<file path="src/inc/mss_pkg.sv">
package mss_pkg;
	// Register byte offsets on the APB
	localparam logic [11:0] MSS_SRC_OFS = 12'h000;
	localparam logic [11:0] MSS_HCAR_OFS = 12'h004;
	localparam logic [11:0] MSS_MAIN_OFS = 12'h008;
	localparam logic [11:0] MSS_STAT_OFS = 12'h00C;
	// Field positions
	localparam int MSS_SRC_DIS_BIT = 7;
	localparam int MSS_HC_DIS_BIT = 7;
	localparam int MSS_HC_INV_BIT = 6;
	localparam int MSS_HC_SYNC_BIT = 5;
	localparam int MSS_MAIN_SOFT_BIT = 0;
	localparam int MSS_STAT_MOD_BIT = 0;
	localparam int MSS_STAT_CAR_BIT = 1;
	localparam int MSS_STAT_HIGH_BIT = 2;
	// Writable bit masks; masked bits read as zero
	localparam logic [7:0] MSS_SRC_WMASK = 8'h8F;
	localparam logic [7:0] MSS_HCAR_WMASK = 8'hEF;
	localparam logic [7:0] MSS_MAIN_WMASK = 8'h01;
	// Power-on values
	localparam logic [7:0] MSS_SRC_RST = 8'h00;
	localparam logic [7:0] MSS_HCAR_RST = 8'h00;
	localparam logic [7:0] MSS_MAIN_RST = 8'h00;
	localparam logic [31:0] MSS_RDATA_RST = 32'h0000_0000;
	// Channel counts
	localparam int MSS_SRC_CHANS = 11;
	localparam int MSS_CAR_CHANS = 8;
	// Modulation source codes
	typedef enum logic [3:0] {
		MSS_SRC_SOFT = 4'h0,
		MSS_SRC_PIN = 4'h1,
		MSS_SRC_PWM1 = 4'h2,
		MSS_SRC_PWM4 = 4'h5,
		MSS_SRC_CMP1 = 4'h6,
		MSS_SRC_CMP2 = 4'h7,
		MSS_SRC_SSP1 = 4'h8,
		MSS_SRC_SSP2 = 4'h9,
		MSS_SRC_UART = 4'hA,
		MSS_SRC_RSV = 4'hB
	} mss_src_type;
	// High carrier source codes
	typedef enum logic [3:0] {
		MSS_CAR_ZERO = 4'h0,
		MSS_CAR_CIN1 = 4'h1,
		MSS_CAR_CIN2 = 4'h2,
		MSS_CAR_REF = 4'h3,
		MSS_CAR_PWM1 = 4'h4,
		MSS_CAR_RSV = 4'h8
	} mss_car_type;
	// Carrier sync states, Gray along high, wait, low
	typedef enum logic [1:0] {
		MSS_ST_HIGH = 2'b00,
		MSS_ST_WAIT = 2'b01,
		MSS_ST_LOW = 2'b11
	} mss_state_type;
endpackage

</file>
<file path="src/inc/mss_car_if.sv">
// Links the register side to the high carrier stage
interface mss_car_if;
	logic [3:0] car_sel;
	logic car_inv;
	logic car_sync;
	logic car_dis;
	logic mod_sig;
	logic cin_one;
	logic cin_two;
	logic ref_clk_sig;
	logic [3:0] pwm_out;
	logic [3:0] pwm_mode;
	logic carrier;
	logic high_active;
	logic [7:0] car_detach;
	modport ctrl (output car_sel, car_inv, car_sync, car_dis, mod_sig, cin_one, cin_two,
		ref_clk_sig, pwm_out, pwm_mode, input carrier, high_active, car_detach);
	modport stage (input car_sel, car_inv, car_sync, car_dis, mod_sig, cin_one, cin_two,
		ref_clk_sig, pwm_out, pwm_mode, output carrier, high_active, car_detach);
endinterface

</file>
<file path="src/core/mss_carrier.sv">
// High carrier selection, polarity and switch synchronization
module mss_carrier (
	input wire logic clk,
	input wire logic rst_n,
	input wire logic other_rst_n,
	mss_car_if.stage cif
);
	logic [15:0] car_vec;
	logic car_raw;
	logic car_pol;
	logic carrier_q;
	logic [7:0] detach_q;
	mss_pkg::mss_state_type state_q;
	mss_pkg::mss_state_type state_d;

	// Carrier source vector; codes 8 and up stay low
	assign car_vec = {8'h00, cif.pwm_out & cif.pwm_mode, cif.ref_clk_sig, cif.cin_two,
		cif.cin_one, 1'b0};
	assign car_raw = car_vec[cif.car_sel];
	assign car_pol = car_raw ^ cif.car_inv;

	always_ff @(posedge clk)
	begin
		if (!rst_n)
			carrier_q <= 1'b0;
		else
			carrier_q <= car_pol;
	end

	// Pin detach per carrier channel
	genvar k;
	generate
		for (k = 0; k < mss_pkg::MSS_CAR_CHANS; k++)
		begin : g_det
			always_ff @(posedge clk)
			begin
				if (!rst_n)
					detach_q[k] <= 1'b0;
				else
					detach_q[k] <= cif.car_dis && (cif.car_sel == 4'(k));
			end
		end
	endgenerate

	// Hold high carrier until it falls when sync is on, avoiding truncated pulses
	always_comb
	begin
		state_d = state_q;
		case (state_q)
			mss_pkg::MSS_ST_HIGH:
				if (!cif.mod_sig)
					state_d = (cif.car_sync && car_pol) ? mss_pkg::MSS_ST_WAIT
						: mss_pkg::MSS_ST_LOW;
			mss_pkg::MSS_ST_WAIT:
				if (cif.mod_sig)
					state_d = mss_pkg::MSS_ST_HIGH;
				else if (!car_pol)
					state_d = mss_pkg::MSS_ST_LOW;
			mss_pkg::MSS_ST_LOW:
				if (cif.mod_sig)
					state_d = mss_pkg::MSS_ST_HIGH;
			default:
				state_d = mss_pkg::MSS_ST_LOW;
		endcase
	end

	always_ff @(posedge clk)
	begin
		if (!rst_n || !other_rst_n)
			state_q <= mss_pkg::MSS_ST_LOW;
		else
			state_q <= state_d;
	end

	assign cif.carrier = carrier_q;
	assign cif.high_active = (state_q != mss_pkg::MSS_ST_LOW);
	assign cif.car_detach = detach_q;
endmodule

</file>
<file path="src/core/mss_top.sv">
// Modulation source select with APB registers and high carrier stage
//
// The placing of the registers and register access over APB were chosen for this implementation.
module mss_top (
	input wire logic clk,
	input wire logic rst_n,
	input wire logic other_rst_n,
	input wire logic [11:0] paddr,
	input wire logic psel,
	input wire logic penable,
	input wire logic pwrite,
	input wire logic [31:0] pwdata,
	output logic [31:0] prdata,
	output logic pready,
	output logic pslverr,
	input wire logic external_modulation_input,
	input wire logic [3:0] pwm_out,
	input wire logic [3:0] pwm_mode,
	input wire logic [1:0] comparator_out,
	input wire logic [1:0] serial_data_out,
	input wire logic async_tx_out,
	input wire logic carrier_input_pin_one,
	input wire logic carrier_input_pin_two,
	input wire logic ref_clock_signal,
	output logic modulation_signal,
	output logic [10:0] source_pin_detach,
	output logic high_carrier,
	output logic high_carrier_active,
	output logic [7:0] carrier_pin_detach
);
	mss_car_if cif ();

	logic [7:0] src_q;
	logic [7:0] hcar_q;
	logic [7:0] main_q;
	logic [31:0] prdata_q;
	logic mod_q;
	logic [10:0] src_det_q;
	logic [15:0] src_vec;
	logic mod_d;
	logic [3:0] sel;
	logic src_dis;
	logic soft_bit;
	logic setup;
	logic access;
	logic hit_src;
	logic hit_hcar;
	logic hit_main;
	logic hit_stat;
	logic hit_any;
	logic wr_src;
	logic wr_hcar;
	logic wr_main;
	logic [7:0] stat_byte;
	logic [7:0] rd_byte;

	// APB phase and address decode
	assign setup = psel && !penable;
	assign access = psel && penable;
	assign hit_src = (paddr == mss_pkg::MSS_SRC_OFS);
	assign hit_hcar = (paddr == mss_pkg::MSS_HCAR_OFS);
	assign hit_main = (paddr == mss_pkg::MSS_MAIN_OFS);
	assign hit_stat = (paddr == mss_pkg::MSS_STAT_OFS);
	assign hit_any = hit_src || hit_hcar || hit_main || hit_stat;
	assign wr_src = access && pwrite && hit_src;
	assign wr_hcar = access && pwrite && hit_hcar;
	assign wr_main = access && pwrite && hit_main;

	// Zero wait states; unmapped addresses answer with an error
	assign pready = 1'b1;
	assign pslverr = access && !hit_any;
	assign prdata = prdata_q;

	// Field extraction
	assign sel = src_q[3:0];
	assign src_dis = src_q[mss_pkg::MSS_SRC_DIS_BIT];
	assign soft_bit = main_q[mss_pkg::MSS_MAIN_SOFT_BIT];

	// Source control: only the writable bits are kept, so bits 6-4 read zero
	always_ff @(posedge clk)
	begin
		if (!rst_n)
			src_q <= mss_pkg::MSS_SRC_RST;
		else if (wr_src)
			src_q <= pwdata[7:0] & mss_pkg::MSS_SRC_WMASK;
	end

	// High carrier control: disable, invert, sync, bit 4 empty, select
	always_ff @(posedge clk)
	begin
		if (!rst_n)
			hcar_q <= mss_pkg::MSS_HCAR_RST;
		else if (wr_hcar)
			hcar_q <= pwdata[7:0] & mss_pkg::MSS_HCAR_WMASK;
	end

	// Main control: only the soft modulation bit lives here
	always_ff @(posedge clk)
	begin
		if (!rst_n)
			main_q <= mss_pkg::MSS_MAIN_RST;
		else if (wr_main)
			main_q <= pwdata[7:0] & mss_pkg::MSS_MAIN_WMASK;
	end

	// Source vector by selector code; reserved codes read as low
	assign src_vec[0] = soft_bit;
	assign src_vec[1] = external_modulation_input;
	assign src_vec[5:2] = pwm_out & pwm_mode;
	assign src_vec[7:6] = comparator_out;
	assign src_vec[9:8] = serial_data_out;
	assign src_vec[10] = async_tx_out;
	assign src_vec[15:11] = 5'h00;
	assign mod_d = src_vec[sel];

	// Mux output is registered, so a new code acts one cycle after the write
	always_ff @(posedge clk)
	begin
		if (!rst_n)
			mod_q <= 1'b0;
		else
			mod_q <= mod_d;
	end

	// Pin detach level for each peripheral channel, held while its code and the disable bit are set
	genvar k;
	generate
		for (k = 0; k < mss_pkg::MSS_SRC_CHANS; k++)
		begin : g_det
			always_ff @(posedge clk)
			begin
				if (!rst_n)
					src_det_q[k] <= 1'b0;
				else
					src_det_q[k] <= src_dis && (sel == 4'(k));
			end
		end
	endgenerate

	// Status byte shows live modulation and carrier state
	always_comb
	begin
		stat_byte = 8'h00;
		stat_byte[mss_pkg::MSS_STAT_MOD_BIT] = mod_q;
		stat_byte[mss_pkg::MSS_STAT_CAR_BIT] = cif.carrier;
		stat_byte[mss_pkg::MSS_STAT_HIGH_BIT] = cif.high_active;
	end

	// Read selection
	assign rd_byte = hit_src ? src_q
		: hit_hcar ? hcar_q
		: hit_main ? main_q
		: hit_stat ? stat_byte
		: 8'h00;

	// Read data captured in the setup cycle, held through the access phase
	always_ff @(posedge clk)
	begin
		if (!rst_n)
			prdata_q <= mss_pkg::MSS_RDATA_RST;
		else if (setup)
			prdata_q <= {24'h00_0000, rd_byte};
	end

	// High carrier stage wiring
	assign cif.car_sel = hcar_q[3:0];
	assign cif.car_inv = hcar_q[mss_pkg::MSS_HC_INV_BIT];
	assign cif.car_sync = hcar_q[mss_pkg::MSS_HC_SYNC_BIT];
	assign cif.car_dis = hcar_q[mss_pkg::MSS_HC_DIS_BIT];
	assign cif.mod_sig = mod_q;
	assign cif.cin_one = carrier_input_pin_one;
	assign cif.cin_two = carrier_input_pin_two;
	assign cif.ref_clk_sig = ref_clock_signal;
	assign cif.pwm_out = pwm_out;
	assign cif.pwm_mode = pwm_mode;

	mss_carrier u_carrier (
		.clk(clk),
		.rst_n(rst_n),
		.other_rst_n(other_rst_n),
		.cif(cif.stage)
	);

	// Outputs
	assign modulation_signal = mod_q;
	assign source_pin_detach = src_det_q;
	assign high_carrier = cif.carrier;
	assign high_carrier_active = cif.high_active;
	assign carrier_pin_detach = cif.car_detach;
endmodule

</file>
<file path="config.mk">
export PLATFORM = sky130hd
export DESIGN_NAME = mss_top
export DESIGN_NICKNAME = d
export VERILOG_FILES = /design/src/inc/mss_pkg.sv /design/src/inc/mss_car_if.sv /design/src/core/mss_carrier.sv /design/src/core/mss_top.sv
export SDC_FILE = /design/constraint.sdc
export NUM_CORES = 1
export LEC_CHECK = 0
export BUFFER_PORTS_ARGS = -buffer_cell sky130_fd_sc_hd__buf_2
export CAP_MARGIN = 20
export CORE_ASPECT_RATIO = 1.1
export CORE_UTILIZATION = 46
export DETAILED_ROUTE_END_ITERATION = 10
export MAX_ROUTING_LAYER = met4
export PLACE_DENSITY = 0.93
export SLEW_MARGIN = 5
export SYNTH_ARGS = -nofsm -noshare
export SYNTH_HDL_FRONTEND = slang
export SYNTH_SLANG_ARGS = --single-unit
</file>
<file path="constraint.sdc">
create_clock -name clk -period 4.3 [get_ports clk]
set_input_delay 0.645 -clock clk [delete_from_list [all_inputs] [get_ports clk]]
set_output_delay 0.645 -clock clk [all_outputs]
set_load 0.05 [all_outputs]
</file>
==> results.sh <==
export IMPL_finalSetupTns_ns=0
export IMPL_core_sq_um=4050
export IMPL_ys_seq_area_frac=0.434
export IMPL_antenna_found_initial=0
export IMPL_synth_compound_area_frac=0.0801
export IMPL_cts_buffers=5
export IMPL_crit_top_cell="buf_2"
export IMPL_holdWs_ns=0.451
export IMPL_place_gp_congestion=0.799
export IMPL_worst_pin_slew_ns=0.658
export IMPL_post_route_period_util=0.561
export IMPL_cp_cell_sequence="buf_2, nor4_2, nand3_2, and3_2, buf_2"
export IMPL_io_buffers=71
export IMPL_setup_viol=0
export IMPL_drv_cap=0
export IMPL_vdd_ir_drop_max_v=0.000169
export IMPL_synth_xor_area_frac=0.00442
export IMPL_async_reset_ff_frac=0
export IMPL_grt_pass1_vias=1527
export IMPL_end_kind="primary output"
export IMPL_synth_ff_type="dfxtp_1"
export IMPL_final_common_cell="buf_2"
export IMPL_setup_slack_ns=1.89
export IMPL_drt_iter0_markers=62
export IMPL_synthToLayoutAreaGrowth_pct=19.8
export IMPL_cp_arrival_ns=1.77
export IMPL_finalHoldViolations=0
export IMPL_status="complete, no violations"
export IMPL_vias=1717
export IMPL_synth_area_per_cell_sq_um=8.97
export IMPL_drt_wl_total_um=4370
export IMPL_worst_setup_path_start_kind="input port"
export IMPL_yosysUniqueCellTypes=39
export IMPL_max_freq_mhz=414
export IMPL_layout_common_cells="buf_2 (71), dfxtp_1 (43), nor2_1 (35)"
export IMPL_critPathMaxFanout=8
export IMPL_worstPathRequired_ns=3.65
export IMPL_hp_start="prdata[6]"
export IMPL_path_class="in -> out"
export IMPL_slew_headroom=0.561
export IMPL_clk_pin_slew_ns=0.08
export IMPL_dp_final_hpwl_um=3310
export IMPL_clock_sinks=43
export IMPL_powerDensity_nw_per_um2=343
export IMPL_p_leak_nw=1.07
export IMPL_synth_edff_count=0
export IMPL_initial_core_util=0.489
export IMPL_syn_inst=221
export IMPL_yosysWarnings=0
export IMPL_cp_depth=5
export IMPL_critPathMaxStageDelay_ns=0.30
export IMPL_r2r_start="hcar_q[1]"
export IMPL_r2r_slack_ns=2.54
export IMPL_synth_mux_area_frac=0.109
export IMPL_wire_per_inst_um=12.9
export IMPL_synthSimpleGateAreaFrac=0.242
export IMPL_drive_above_1_share=0.316
export IMPL_grt_max_degree=23
export IMPL_path_delay_family="simple AND/OR/NAND/NOR gates"
export IMPL_ios=123
export IMPL_slew_viol_final=0
export IMPL_postCtsHoldBufs=0
export IMPL_cts_root_buf="clkbuf_8"
export IMPL_ant_nets=0
export IMPL_post_place_ws_ns=1.86
export IMPL_rr_endpoint="u_carrier.state_q[1]"
export IMPL_yosys_register_bits=43
export IMPL_startpoint="paddr[1]"
export IMPL_cts_max_level=2
export IMPL_drc=0
export IMPL_grt_overflow=0
export IMPL_first_pass_iters=4
export IMPL_vias_per_cell=5.05
export IMPL_period_needed_ns=2.41
export IMPL_dieHeight_um=70.9
export IMPL_cts_repair_resize_count=0
export IMPL_ff2ff_path_depth=5
export IMPL_post_cts_setup_buffer_count=0
export IMPL_cts_buffer_depth=2
export IMPL_track_usage=0.197
export IMPL_path_buf_inv=2
export IMPL_crit_path_top_delay_cell="nor4_2"
export IMPL_skew_ns=0.00567
export IMPL_dieArea_sq_um=4580
export IMPL_rsz0062_at_grt="false"
export IMPL_diodes=0
export IMPL_grt_pass1_wl_um=6690
export IMPL_syn_area_sq_um=1980
export IMPL_hold_class="reg -> reg"
export IMPL_clock_latency_ns=0.30
export IMPL_rows=24
export IMPL_fin_nets=354
export IMPL_synth_top_family_by_area="simple AND/OR/NAND/NOR gates"
export IMPL_die_w_um=64.6
export IMPL_synth_fa_ha_area_frac=0
export IMPL_cts_tree="yes"
export IMPL_critical_path_endpoint="pslverr"
## Yosys cell counts (3+ instances only)
cell / instances / area share
inv_1: 4 / 0.0076
mux2i_1: 16 / 0.081
mux2_2: 3 / 0.017
dfxtp_1: 43 / 0.43
nor2b_1: 3 / 0.0095
nor3_1: 6 / 0.015
clkbuf_1: 8 / 0.015
nor2_1: 35 / 0.066
nand2b_1: 6 / 0.019
nand3_1: 5 / 0.013
a21oi_1: 10 / 0.025
buf_4: 26 / 0.098
nand2_1: 19 / 0.036
## state kept, by name, indices dropped and copies added (netlist names)
signal / cells
modulation_signal: 1
prdata: 7
hcar_q: 7
u_carrier.cif.carrier: 1
source_pin_detach: 11
u_carrier.cif.car_detach: 8
src_q: 5
main_q: 1
u_carrier.state_q: 2
## area by class of cell
type,count,area [sq um]
fill,369,1680
clock inverter,2,35.0
sequential,43,861
multi-input combinational,162,962
clock buffer,6,82.6
timing repair buffer,71,355
tap,52,65.1
inverter,4,15.0
## report_power, final
group / internal, mW / total [mW] / switching, mW
clock network: 0.188 / 0.323 / 0.135
logic: 0.0195 / 0.0932 / 0.0738
registers: 0.398 / 0.398 / 0.00000819
total: 0.605 / 0.814 / 0.209
## worst reg2reg max path, cell delays in order, from the launching register on
cell and delay [ns]:
dfxtp_1 0.55, nand2_1 0.17, o22a_1 0.25, a311oi_1 0.36
xor2_1 0.23, o21ai_0 0.10
## cells by family (layout without fill, tap and decap cells)
group	count (synthesis)	after routing
XOR/XNOR	1	1
AO/OA/AOI/OAI	24	24
multiplexers	20	20
buffers and inverters	40	83
other	2	26
flip-flops	43	43
AND/OR/NAND/NOR	91	91
## through the flow
| stage | cells | utilization | total power [mW] | instance area [sq um] |
|---|---|---|---|---|
| 2_1_floorplan | 245 | - | 0.493 | 2070 |
| 3_3_place_gp | 332 | 0.557 | 0.498 | 2260 |
| 3_5_place_dp | 332 | 0.557 | 0.499 | 2260 |
| 4_1_cts | 340 | 0.586 | 0.817 | 2380 |
| 5_1_grt | 340 | 0.586 | 0.839 | 2380 |
| 6_report | 340 | 0.586 | 0.814 | 2380 |
## worst min-delay path by stage
stage               depth (start not counted)              endpoint  slack (ns)
floorplan                                   2  u_carrier.state_q[0]        0.46
global placement                            2             prdata[6]        0.44
detailed placement                          2             prdata[6]        0.44
CTS                                         2             prdata[6]        0.46
global route                                2             prdata[6]        0.49
finish                                      2             prdata[6]        0.45
## layer usage
| metal | GRT usage | up-vias | share of wire |
|---|---|---|---|
| li1 | - | 835 | - |
| met1 | 0.205 | 808 | 0.39 |
| met2 | 0.361 | 67 | 0.53 |
| met3 | 0.0468 | 7 | 0.069 |
| met4 | 0.0617 | 0 | 0.010 |
| met5 | - | - | 0 |
Power figures use the tool's default switching activity.
